**src/logic/tsr_consts.svh**
```systemverilog
`ifndef TSR_CONSTS_SVH
`define TSR_CONSTS_SVH

// ==========================================
// Slave addressing
`define TSR_ADDR_BASE 7'h48

// ==========================================
// Register select codes
`define TSR_PTR_TEMP 2'h0
`define TSR_PTR_CFG 2'h1
`define TSR_PTR_LOWER_TEMP_LIMIT 2'h2
`define TSR_PTR_UPPER_TEMP_LIMIT 2'h3

// ==========================================
// Reset and forced values
`define TSR_CFG_RST 5'h00
`define TSR_UPPER_TEMP_LIMIT_RST 9'h0A0
`define TSR_LOWER_TEMP_LIMIT_RST 9'h096
`define TSR_TEMP_RST 13'h0000
`define TSR_TEMP_SHDN 16'h8000

// ==========================================
// Fault queue depths per code
`define TSR_FQ_D0 3'h1
`define TSR_FQ_D1 3'h2
`define TSR_FQ_D2 3'h4
`define TSR_FQ_D3 3'h6

// ==========================================
// Conversion timebase
`define TSR_CONV_MS 133
`define TSR_CLK_KHZ 100000

`endif

```
**src/logic/tsr_pkg.sv**
```systemverilog
`default_nettype none
package tsr_pkg;

  // Bus phases, Gray steps along the usual path
  typedef enum logic [2:0] {
    TSR_IDLE = 3'h0,
    TSR_ADDR = 3'h1,
    TSR_AACK = 3'h3,
    TSR_RX = 3'h2,
    TSR_RXACK = 3'h6,
    TSR_TX = 3'h7,
    TSR_TXACK = 3'h5
  } tsr_state_e;

  // Filtered pin with its edges
  typedef struct packed {
    logic level;
    logic rise;
    logic fall;
  } tsr_line_s;

  // Configuration fields, packed in register bit order
  typedef struct packed {
    logic [1:0] fq;
    logic pol;
    logic mode;
    logic shdn;
  } tsr_cfg_s;

endpackage
`default_nettype wire

```
**src/logic/tsr_alarm.sv**
```systemverilog
`include "tsr_consts.svh"
`default_nettype none
module tsr_alarm (
  input wire logic clk_i,
  input wire logic rst_i,
  input wire logic conv_i,
  input wire logic [15:0] temp_i,
  input wire logic [8:0] upper_temp_limit_i,
  input wire logic [8:0] lower_temp_limit_i,
  input wire tsr_pkg::tsr_cfg_s cfg_i,
  input wire logic rd_i,
  output logic alarm_o
);
  import tsr_pkg::*;

  logic act_ff;
  logic watch_low_ff;
  logic [2:0] cnt_ff;

  wire over = $signed(temp_i) > $signed({upper_temp_limit_i, 7'h00});
  wire under = $signed(temp_i) < $signed({lower_temp_limit_i, 7'h00});
  wire [2:0] depth = (cfg_i.fq == 2'h0) ? `TSR_FQ_D0 :
                     (cfg_i.fq == 2'h1) ? `TSR_FQ_D1 :
                     (cfg_i.fq == 2'h2) ? `TSR_FQ_D2 : `TSR_FQ_D3;
  wire look_low = cfg_i.mode ? watch_low_ff : act_ff;
  wire fault = look_low ? under : over;
  // Interrupt alarm stops counting until software reads
  wire hold = cfg_i.mode & act_ff;
  wire hit = conv_i & fault & ~hold & (cnt_ff == depth - 3'h1);

  always_ff @(posedge clk_i or posedge rst_i) begin
    if (rst_i) begin
      cnt_ff <= 3'h0;
    end else if (conv_i & ~hold) begin
      cnt_ff <= (hit | ~fault) ? 3'h0 : cnt_ff + 3'h1;
    end
  end

  always_ff @(posedge clk_i or posedge rst_i) begin
    if (rst_i) begin
      act_ff <= 1'b0;
      watch_low_ff <= 1'b0;
    end else if (hit) begin
      act_ff <= ~act_ff;
    end else if (hold & rd_i) begin
      act_ff <= 1'b0;
      watch_low_ff <= ~watch_low_ff;
    end
  end

  // polarity on the pin; idle high matches reset polarity
  always_ff @(posedge clk_i or posedge rst_i) begin
    if (rst_i) begin
      alarm_o <= 1'b1;
    end else begin
      alarm_o <= ~(act_ff ^ cfg_i.pol);
    end
  end
endmodule // tsr_alarm
`default_nettype wire

```
**src/logic/tsr_sync.sv**
```systemverilog
`default_nettype none
module tsr_sync (
  input wire logic clk_i,
  input wire logic rst_i,
  input wire logic pin_i,
  output var tsr_pkg::tsr_line_s line_o
);
  import tsr_pkg::*;

  logic s1_ff;
  logic s2_ff;
  logic s3_ff;
  logic lvl_ff;

  // Idle bus is high, so all stages reset high
  always_ff @(posedge clk_i or posedge rst_i) begin
    if (rst_i) begin
      s1_ff <= 1'b1;
      s2_ff <= 1'b1;
      s3_ff <= 1'b1;
      lvl_ff <= 1'b1;
    end else begin
      s1_ff <= pin_i;
      s2_ff <= s1_ff;
      s3_ff <= s2_ff;
      if (s2_ff == s3_ff) begin
        lvl_ff <= s3_ff;
      end
    end
  end

  wire agree_hi = s2_ff & s3_ff;
  wire agree_lo = ~s2_ff & ~s3_ff;

  // Edge pulses lead the level by one cycle
  assign line_o = '{level: lvl_ff, rise: agree_hi & ~lvl_ff, fall: agree_lo & lvl_ff};

endmodule // tsr_sync
`default_nettype wire

```
**src/logic/tsr_top.sv**
```systemverilog
`include "tsr_consts.svh"
`default_nettype none
// ==========================================
module tsr_top #(
  parameter int unsigned CONV_CYCLES = `TSR_CONV_MS * `TSR_CLK_KHZ
) (
  input wire logic CLK_SYS_I,
  input wire logic SYS_RST_I,
  input wire logic SCL_I,
  input wire logic SDA_I,
  input wire logic [1:0] ADDR_SEL_I,
  input wire logic [12:0] CONV_DATA_I,
  input wire logic CONV_VALID_I,
  output logic SDA_O,
  output logic SDA_OE_N_O,
  output logic CONV_REQ_O,
  output logic SHUTDOWN_O,
  output logic OVERTEMP_ALARM_OUT_O
);
  import tsr_pkg::*;

  localparam logic [23:0] CONV_LAST = 24'(CONV_CYCLES - 1);

  // ==========================================
  // Pin conditioning
  tsr_line_s scl_ln;
  tsr_line_s sda_ln;

  tsr_sync u_scl_sync (
    .clk_i(CLK_SYS_I),
    .rst_i(SYS_RST_I),
    .pin_i(SCL_I),
    .line_o(scl_ln)
  );

  tsr_sync u_sda_sync (
    .clk_i(CLK_SYS_I),
    .rst_i(SYS_RST_I),
    .pin_i(SDA_I),
    .line_o(sda_ln)
  );

  wire start_det = sda_ln.fall & scl_ln.level;
  wire stop_det = sda_ln.rise & scl_ln.level;

  // ==========================================
  // State
  tsr_state_e state_ff;
  tsr_state_e nxt_state;
  logic [3:0] bit_cnt_ff;
  logic [3:0] nxt_bit_cnt;
  logic [7:0] shift_ff;
  logic [7:0] nxt_shift;
  logic [1:0] byte_idx_ff;
  logic [1:0] nxt_byte_idx;
  logic rw_ff;
  logic nxt_rw;
  logic sda_oe_n_ff;
  logic nxt_sda_oe_n;
  logic rd_evt;
  logic wr_evt;
  logic [1:0] addr_sel_ff;
  logic addr_taken_ff;
  logic [1:0] ptr_ff;
  tsr_cfg_s cfg_ff;
  logic [8:0] upper_temp_limit_ff;
  logic [8:0] lower_temp_limit_ff;
  logic [12:0] temp_ff;
  logic [23:0] conv_cnt_ff;
  logic conv_req_ff;

  // ==========================================
  // Decode and read selection
  wire [6:0] dev_addr = `TSR_ADDR_BASE | {5'h00, addr_sel_ff};
  wire addr_hit = (shift_ff[7:1] == dev_addr);
  wire ptr_ok = (shift_ff[7:2] == 6'h00);
  wire rx_ack = (byte_idx_ff != 2'h0) | ptr_ok;
  wire [15:0] shdn_word = `TSR_TEMP_SHDN;
  wire [15:0] temp_word = {temp_ff, 3'h0};
  wire [15:0] upper_temp_limit_word = {upper_temp_limit_ff, 7'h00};
  wire [15:0] lower_temp_limit_word = {lower_temp_limit_ff, 7'h00};
  wire [15:0] sel_word = (ptr_ff == `TSR_PTR_TEMP) ? temp_word :
                         (ptr_ff == `TSR_PTR_LOWER_TEMP_LIMIT) ? lower_temp_limit_word : upper_temp_limit_word;
  wire is_cfg = (ptr_ff == `TSR_PTR_CFG);
  wire [7:0] tx_byte = is_cfg ? {3'h0, cfg_ff} :
                       (byte_idx_ff[0] ? sel_word[7:0] : sel_word[15:8]);
  wire [1:0] idx_sat = (byte_idx_ff == 2'h3) ? 2'h3 : byte_idx_ff + 2'h1;
  wire conv_take = CONV_VALID_I & ~cfg_ff.shdn;

  // ==========================================
  // Serial slave sequencing
  always_comb begin
    nxt_state = state_ff;
    nxt_bit_cnt = bit_cnt_ff;
    nxt_shift = shift_ff;
    nxt_byte_idx = byte_idx_ff;
    nxt_rw = rw_ff;
    nxt_sda_oe_n = sda_oe_n_ff;
    rd_evt = 1'b0;
    wr_evt = 1'b0;
    if (stop_det) begin
      nxt_state = TSR_IDLE;
      nxt_sda_oe_n = 1'b1;
    end else if (start_det) begin
      nxt_state = TSR_ADDR;
      nxt_bit_cnt = 4'h0;
      nxt_byte_idx = 2'h0;
      nxt_sda_oe_n = 1'b1;
    end else if (scl_ln.rise) begin
      case (state_ff)
        TSR_ADDR, TSR_RX: begin
          nxt_shift = {shift_ff[6:0], sda_ln.level};
          nxt_bit_cnt = bit_cnt_ff + 4'h1;
        end
        TSR_TXACK: begin
          // Master not-acknowledge ends the read
          if (sda_ln.level) begin
            nxt_state = TSR_IDLE;
          end
        end
        default: begin
        end
      endcase
    end else if (scl_ln.fall) begin
      case (state_ff)
        TSR_ADDR: begin
          if (bit_cnt_ff == 4'h8) begin
            nxt_state = addr_hit ? TSR_AACK : TSR_IDLE;
            nxt_sda_oe_n = ~addr_hit;
            nxt_rw = shift_ff[0];
          end
        end
        TSR_AACK: begin
          nxt_bit_cnt = 4'h0;
          if (rw_ff) begin
            nxt_state = TSR_TX;
            nxt_shift = tx_byte;
            nxt_sda_oe_n = tx_byte[7];
            rd_evt = 1'b1;
          end else begin
            nxt_state = TSR_RX;
            nxt_sda_oe_n = 1'b1;
          end
        end
        TSR_RX: begin
          if (bit_cnt_ff == 4'h8) begin
            nxt_state = TSR_RXACK;
            nxt_sda_oe_n = ~rx_ack;
            wr_evt = 1'b1;
          end
        end
        TSR_RXACK: begin
          nxt_state = TSR_RX;
          nxt_sda_oe_n = 1'b1;
          nxt_bit_cnt = 4'h0;
          nxt_byte_idx = idx_sat;
        end
        TSR_TX: begin
          if (bit_cnt_ff == 4'h7) begin
            nxt_state = TSR_TXACK;
            nxt_sda_oe_n = 1'b1;
            nxt_byte_idx = {1'b0, ~byte_idx_ff[0]};
          end else begin
            nxt_shift = {shift_ff[6:0], 1'b0};
            nxt_sda_oe_n = shift_ff[6];
            nxt_bit_cnt = bit_cnt_ff + 4'h1;
          end
        end
        TSR_TXACK: begin
          nxt_state = TSR_TX;
          nxt_shift = tx_byte;
          nxt_sda_oe_n = tx_byte[7];
          nxt_bit_cnt = 4'h0;
        end
        default: begin
          nxt_state = TSR_IDLE;
        end
      endcase
    end
  end

  always_ff @(posedge CLK_SYS_I or posedge SYS_RST_I) begin
    if (SYS_RST_I) begin
      state_ff <= TSR_IDLE;
      bit_cnt_ff <= 4'h0;
      shift_ff <= 8'h00;
      byte_idx_ff <= 2'h0;
      rw_ff <= 1'b0;
      sda_oe_n_ff <= 1'b1;
    end else begin
      state_ff <= nxt_state;
      bit_cnt_ff <= nxt_bit_cnt;
      shift_ff <= nxt_shift;
      byte_idx_ff <= nxt_byte_idx;
      rw_ff <= nxt_rw;
      sda_oe_n_ff <= nxt_sda_oe_n;
    end
  end

  // Strap is caught once, after reset release
  always_ff @(posedge CLK_SYS_I or posedge SYS_RST_I) begin
    if (SYS_RST_I) begin
      addr_sel_ff <= 2'h0;
      addr_taken_ff <= 1'b0;
    end else if (!addr_taken_ff) begin
      addr_sel_ff <= ADDR_SEL_I;
      addr_taken_ff <= 1'b1;
    end
  end

  // ==========================================
  // Register writes
  // pointer kept until rewritten
  always_ff @(posedge CLK_SYS_I or posedge SYS_RST_I) begin
    if (SYS_RST_I) begin
      ptr_ff <= `TSR_PTR_TEMP;
    end else if (wr_evt && byte_idx_ff == 2'h0 && ptr_ok) begin
      ptr_ff <= shift_ff[1:0];
    end
  end

  always_ff @(posedge CLK_SYS_I or posedge SYS_RST_I) begin
    if (SYS_RST_I) begin
      cfg_ff <= `TSR_CFG_RST;
    end else if (wr_evt && byte_idx_ff == 2'h1 && is_cfg) begin
      cfg_ff <= shift_ff[4:0];
    end
  end

  // limits, low seven bits not stored
  always_ff @(posedge CLK_SYS_I or posedge SYS_RST_I) begin
    if (SYS_RST_I) begin
      upper_temp_limit_ff <= `TSR_UPPER_TEMP_LIMIT_RST;
      lower_temp_limit_ff <= `TSR_LOWER_TEMP_LIMIT_RST;
    end else if (wr_evt && byte_idx_ff == 2'h1) begin
      if (ptr_ff == `TSR_PTR_UPPER_TEMP_LIMIT) upper_temp_limit_ff[8:1] <= shift_ff;
      if (ptr_ff == `TSR_PTR_LOWER_TEMP_LIMIT) lower_temp_limit_ff[8:1] <= shift_ff;
    end else if (wr_evt && byte_idx_ff == 2'h2) begin
      if (ptr_ff == `TSR_PTR_UPPER_TEMP_LIMIT) upper_temp_limit_ff[0] <= shift_ff[7];
      if (ptr_ff == `TSR_PTR_LOWER_TEMP_LIMIT) lower_temp_limit_ff[0] <= shift_ff[7];
    end
  end

  // ==========================================
  // Conversion result and timebase
  // temperature word
  always_ff @(posedge CLK_SYS_I or posedge SYS_RST_I) begin
    if (SYS_RST_I) begin
      temp_ff <= `TSR_TEMP_RST;
    end else if (cfg_ff.shdn) begin
      temp_ff <= shdn_word[15:3];
    end else if (conv_take) begin
      temp_ff <= CONV_DATA_I;
    end
  end

  // Shutdown stops the conversion requests outright
  always_ff @(posedge CLK_SYS_I or posedge SYS_RST_I) begin
    if (SYS_RST_I) begin
      conv_cnt_ff <= 24'h000000;
      conv_req_ff <= 1'b0;
    end else if (cfg_ff.shdn) begin
      conv_cnt_ff <= 24'h000000;
      conv_req_ff <= 1'b0;
    end else begin
      conv_req_ff <= (conv_cnt_ff == CONV_LAST);
      conv_cnt_ff <= (conv_cnt_ff == CONV_LAST) ? 24'h000000 : conv_cnt_ff + 24'h000001;
    end
  end

  // ==========================================
  // Alarm
  tsr_alarm u_alarm (
    .clk_i(CLK_SYS_I),
    .rst_i(SYS_RST_I),
    .conv_i(conv_take),
    .temp_i({CONV_DATA_I, 3'h0}),
    .upper_temp_limit_i(upper_temp_limit_ff),
    .lower_temp_limit_i(lower_temp_limit_ff),
    .cfg_i(cfg_ff),
    .rd_i(rd_evt),
    .alarm_o(OVERTEMP_ALARM_OUT_O)
  );

  // Open drain: the pin is only ever pulled low
  assign SDA_O = 1'b0;
  assign SDA_OE_N_O = sda_oe_n_ff;
  assign CONV_REQ_O = conv_req_ff;
  assign SHUTDOWN_O = cfg_ff.shdn;
endmodule // tsr_top
`default_nettype wire
```
**config.mk**
```make
export PLATFORM = sky130hd
export DESIGN_NAME = tsr_top
export DESIGN_NICKNAME = d
export VERILOG_FILES = /design/src/logic/tsr_pkg.sv /design/src/logic/tsr_alarm.sv /design/src/logic/tsr_sync.sv /design/src/logic/tsr_top.sv
export VERILOG_INCLUDE_DIRS = /design/src /design/src/logic
export SDC_FILE = /design/constraint.sdc
export NUM_CORES = 1
export LEC_CHECK = 0
export ABC_CLOCK_PERIOD_IN_PS = 3000
export BUFFER_PORTS_ARGS = -buffer_cell sky130_fd_sc_hd__buf_2
export CELL_PAD_IN_SITES_DETAIL_PLACEMENT = 1
export CELL_PAD_IN_SITES_GLOBAL_PLACEMENT = 1
export CORE_ASPECT_RATIO = 1.25
export CORE_MARGIN = 2
export CORE_UTILIZATION = 44
export DETAILED_ROUTE_END_ITERATION = 7
export PLACE_DENSITY = 0.81
export SYNTH_ARGS = -nofsm -noshare
export SYNTH_HDL_FRONTEND = slang
export SYNTH_SLANG_ARGS = --single-unit
```
**constraint.sdc**
```tcl
create_clock -name CLK_SYS_I -period 3 [get_ports CLK_SYS_I]
set_input_delay 0.45 -clock CLK_SYS_I [delete_from_list [all_inputs] [get_ports CLK_SYS_I]]
set_output_delay 0.45 -clock CLK_SYS_I [all_outputs]
set_load 0.02 [all_outputs]
```
==> flow_metrics.env <==
export IMPL_clockBufferDepth=2
export IMPL_via_per_inst=5.74
export IMPL_final_hold_viol_count=0
export IMPL_layout_common_cells="83 x dfrtp_1, 56 x nor2_1, 50 x nand2_1"
export IMPL_r2r_slack_ns=0.41
export IMPL_synth_area_per_cell_um2=9.77
export IMPL_grt_use_total_pct=23.6
export IMPL_hold_start="SCL_I"
export IMPL_crit_required_ns=3.23
export IMPL_slew_headroom_pct=47.0
export IMPL_synth_ff_type="dfrtp_1"
export IMPL_drtIter0Drc=209
export IMPL_dp_slack_ns=0.445
export IMPL_cts_buffers=9
export IMPL_die_h_um=129
export IMPL_rr_startpoint="u_sda_sync.s3_ff$_DFF_PP1_"
export IMPL_rsz0062_at_grt="false"
export IMPL_core_area_um2=12200
export IMPL_postRouteWirelength_mm=14.8
export IMPL_holdPathEnd="u_scl_sync.s1_ff$_DFF_PP1_"
export IMPL_netlist_area_um2=5540
export IMPL_outcome="completed"
export IMPL_layout_commonest_cell="dfrtp_1"
export IMPL_setup_viol=0
export IMPL_ir_worst_vdd_v=0.000227
export IMPL_post_route_period_util_pct=86.4
export IMPL_cts_tree="yes"
export IMPL_drv_cap=0
export IMPL_min_path_cells=1
export IMPL_ys_seq_elements=99
export IMPL_synth_edf_count=0
export IMPL_pwr_share_clk_pct=32.6
export IMPL_grt_pass1_vias=4750
export IMPL_cts_resized=0
export IMPL_placed_cell_area_um2=5840
export IMPL_grt_max_degree=46
export IMPL_crit_fanout=13
export IMPL_antenna_found_initial=0
export IMPL_r2r_end="lower_temp_limit_ff[8]$_DFFE_PP0P_"
export IMPL_dr_pass1_iters=4
export IMPL_power_density_nw_per_um2=570
export IMPL_io_pins=25
export IMPL_drive_gt1_share_pct=16.4
export IMPL_fmax_ghz=0.386
export IMPL_crit_arrival_ns=2.82
export IMPL_combPwrFrac_pct=19.2
export IMPL_wl_met2_mm=7.82
export IMPL_hold_class="in -> reg"
export IMPL_tightest_slew_ns=0.787
export IMPL_initial_utilization_pct=45.3
export IMPL_drt_met1_wl_mm=5.98
export IMPL_ys_seq_area_share_pct=45.1
export IMPL_p_sw_mw=1.10
export IMPL_reg2regPathDepth=7
export IMPL_fp_dieW_um=104
export IMPL_nets=633
export IMPL_fin_cells=757
export IMPL_endpoint_kind="flop"
export IMPL_synth_nets=612
export IMPL_swShare_pct=31.4
export IMPL_diodes=0
export IMPL_dieArea_um2=13500
export IMPL_startpoint_type="flop"
export IMPL_port_buffers=23
export IMPL_design_area_um2=6120
export IMPL_grt_overflow=0
export IMPL_rows=45
export IMPL_hpwl_mm=11.1
export IMPL_dp_cells=741
export IMPL_routed_via_count=4344
export IMPL_gp_congestion=0.940
export IMPL_maxUsedRoutingLayer="met4"
export IMPL_grt_pass1_wl_mm=24.8
export IMPL_cts_hold_buf=0
export IMPL_post_drt_wl_per_cell_um=19.5
export IMPL_yosys_area_top_type_share_pct=37.5
export IMPL_synth_cell_types=65
export IMPL_post_route_drc_count=0
export IMPL_min_period_ns=2.59
export IMPL_postRouteAntennaNets=0
export IMPL_areaGrowthSynthToFinish_pct=10.5
export IMPL_ys_warnings_count=0
export IMPL_fin_skew_ns=0.00837
export IMPL_pwr_share_seq_pct=48.2
export IMPL_clock_latency_ns=0.35
export IMPL_slew_violations=0
export IMPL_synthCells=567
export IMPL_cts_sinks=99
export IMPL_htreeDepth=3
export IMPL_tns_ns=0
export IMPL_power_internal_mw=2.39
export IMPL_fin_ws_ns=0.408
export IMPL_route_met3_wl_um=552
export IMPL_leakagePower_nw=2.71
export IMPL_synth_top_cell_by_area="dfrtp_1"
export IMPL_critPathKind="reg -> reg"
export IMPL_clock_root_buffer="clkbuf_16"
export IMPL_synthTopCellsByArea="dfrtp_1 37%, dfstp_2 7.6%, ha_1 5.6%"
export IMPL_async_reset_ff_share_pct=100
export IMPL_cts_setup_buffers=0
export IMPL_clk_pin_slew_ns=0.07
[power groups by stage]
stage                     clock [mW]  sequential, mW  combinational, mW
final                           1.14            1.68              0.670
after global routing            1.21            1.70              0.751
after CTS                       1.16            1.68              0.673
after detailed placement           0            1.70              0.670
after global placement             0            1.69              0.632
after floorplan                    0            1.60              0.519
[stage by stage]
step / utilization [%] / power [mW] / hold slack, ns
detailed placement: 47.8 / 2.37 / 0.348
floorplan: - / 2.12 / 0.345
finish: 50.1 / 3.49 / 0.189
CTS: 50.1 / 3.52 / 0.180
global placement: 47.8 / 2.33 / 0.346
global route: 50.1 / 3.66 / 0.185
[state kept, by name (all words and copies together) (netlist names), 2 cells and up]
register             flops
shift_ff                 8
conv_cnt_ff             24
addr_sel_ff              2
upper_temp_limit_ff      9
bit_cnt_ff               4
byte_idx_ff              2
temp_ff                 13
ptr_ff                   2
cfg_ff                   4
u_alarm.cnt_ff           3
state_ff                 3
lower_temp_limit_ff      9
[cell usage after synthesis (8+ instances only)]
cell type	n
nand3_1	19
dfstp_2	16
xor2_1	15
nand4_1	9
nor3_1	9
dfrtp_1	83
clkbuf_1	8
ha_1	25
nor2_1	56
a21oi_1	15
xnor2_1	12
mux2_2	20
nand2_1	50
buf_2	13
o21ai_0	34
and3_1	9
mux2i_1	29
inv_1	39
nor4_1	10
[cell families (layout without fill, tap and decap cells)]
logic type,count (synthesis),in the layout,share of synthesized area [%]
xor gates and xnor gates,27,27,4.27
muxes,51,51,9.83
buffers and inverters,62,88,4.70
other,2,2,0.136
and+or+nand+nor,199,199,17.9
DFF,99,99,45.1
adders and majority gates,25,25,5.65
AOI/OAI and AO/OA,102,102,12.4
[layer usage]
metal  vias up  global-route usage, %
met5         -                      0
met4         0                   9.22
met3        30                   4.33
met2        92                   43.4
met1      2187                   27.2
li1       2035                      -
[worst max-delay path: stages, from the launching register on]
cell      delay, ns
dfstp_2        0.54
inv_1          0.05
ha_1           0.25
mux2i_2        0.26
nand2_1        0.19
nor3_2         0.27
nand3b_1       0.46
mux2_2         0.45
[final cells by class]
type	count	area [µm²]
fill	1415	6100
multi-input combinational	406	2780
sequential	99	2500
clock buffer	15	278
tap	164	205
timing repair buffer	33	203
inverter	39	150
clock inverter	1	7.51
[worst max path at each step]
stage / start / endpoint / slack [ns] / depth (start not counted)
2_1_floorplan: upper_temp_limit_ff[7]$_DFFE_PP1P_ / u_alarm.cnt_ff[0]$_DFFE_PP0P_ / 0.87 / 7
3_3_place_gp: CONV_DATA_I[6] / u_alarm.cnt_ff[0]$_DFFE_PP0P_ / 0.51 / 8
3_5_place_dp: u_sda_sync.s3_ff$_DFF_PP1_ / lower_temp_limit_ff[8]$_DFFE_PP0P_ / 0.44 / 7
4_1_cts: u_sda_sync.s3_ff$_DFF_PP1_ / lower_temp_limit_ff[8]$_DFFE_PP0P_ / 0.43 / 7
5_1_grt: u_sda_sync.s3_ff$_DFF_PP1_ / lower_temp_limit_ff[8]$_DFFE_PP0P_ / 0.31 / 7
6_report: u_sda_sync.s3_ff$_DFF_PP1_ / lower_temp_limit_ff[8]$_DFFE_PP0P_ / 0.41 / 7
No activity file was read; power rests on OpenSTA's default activity.
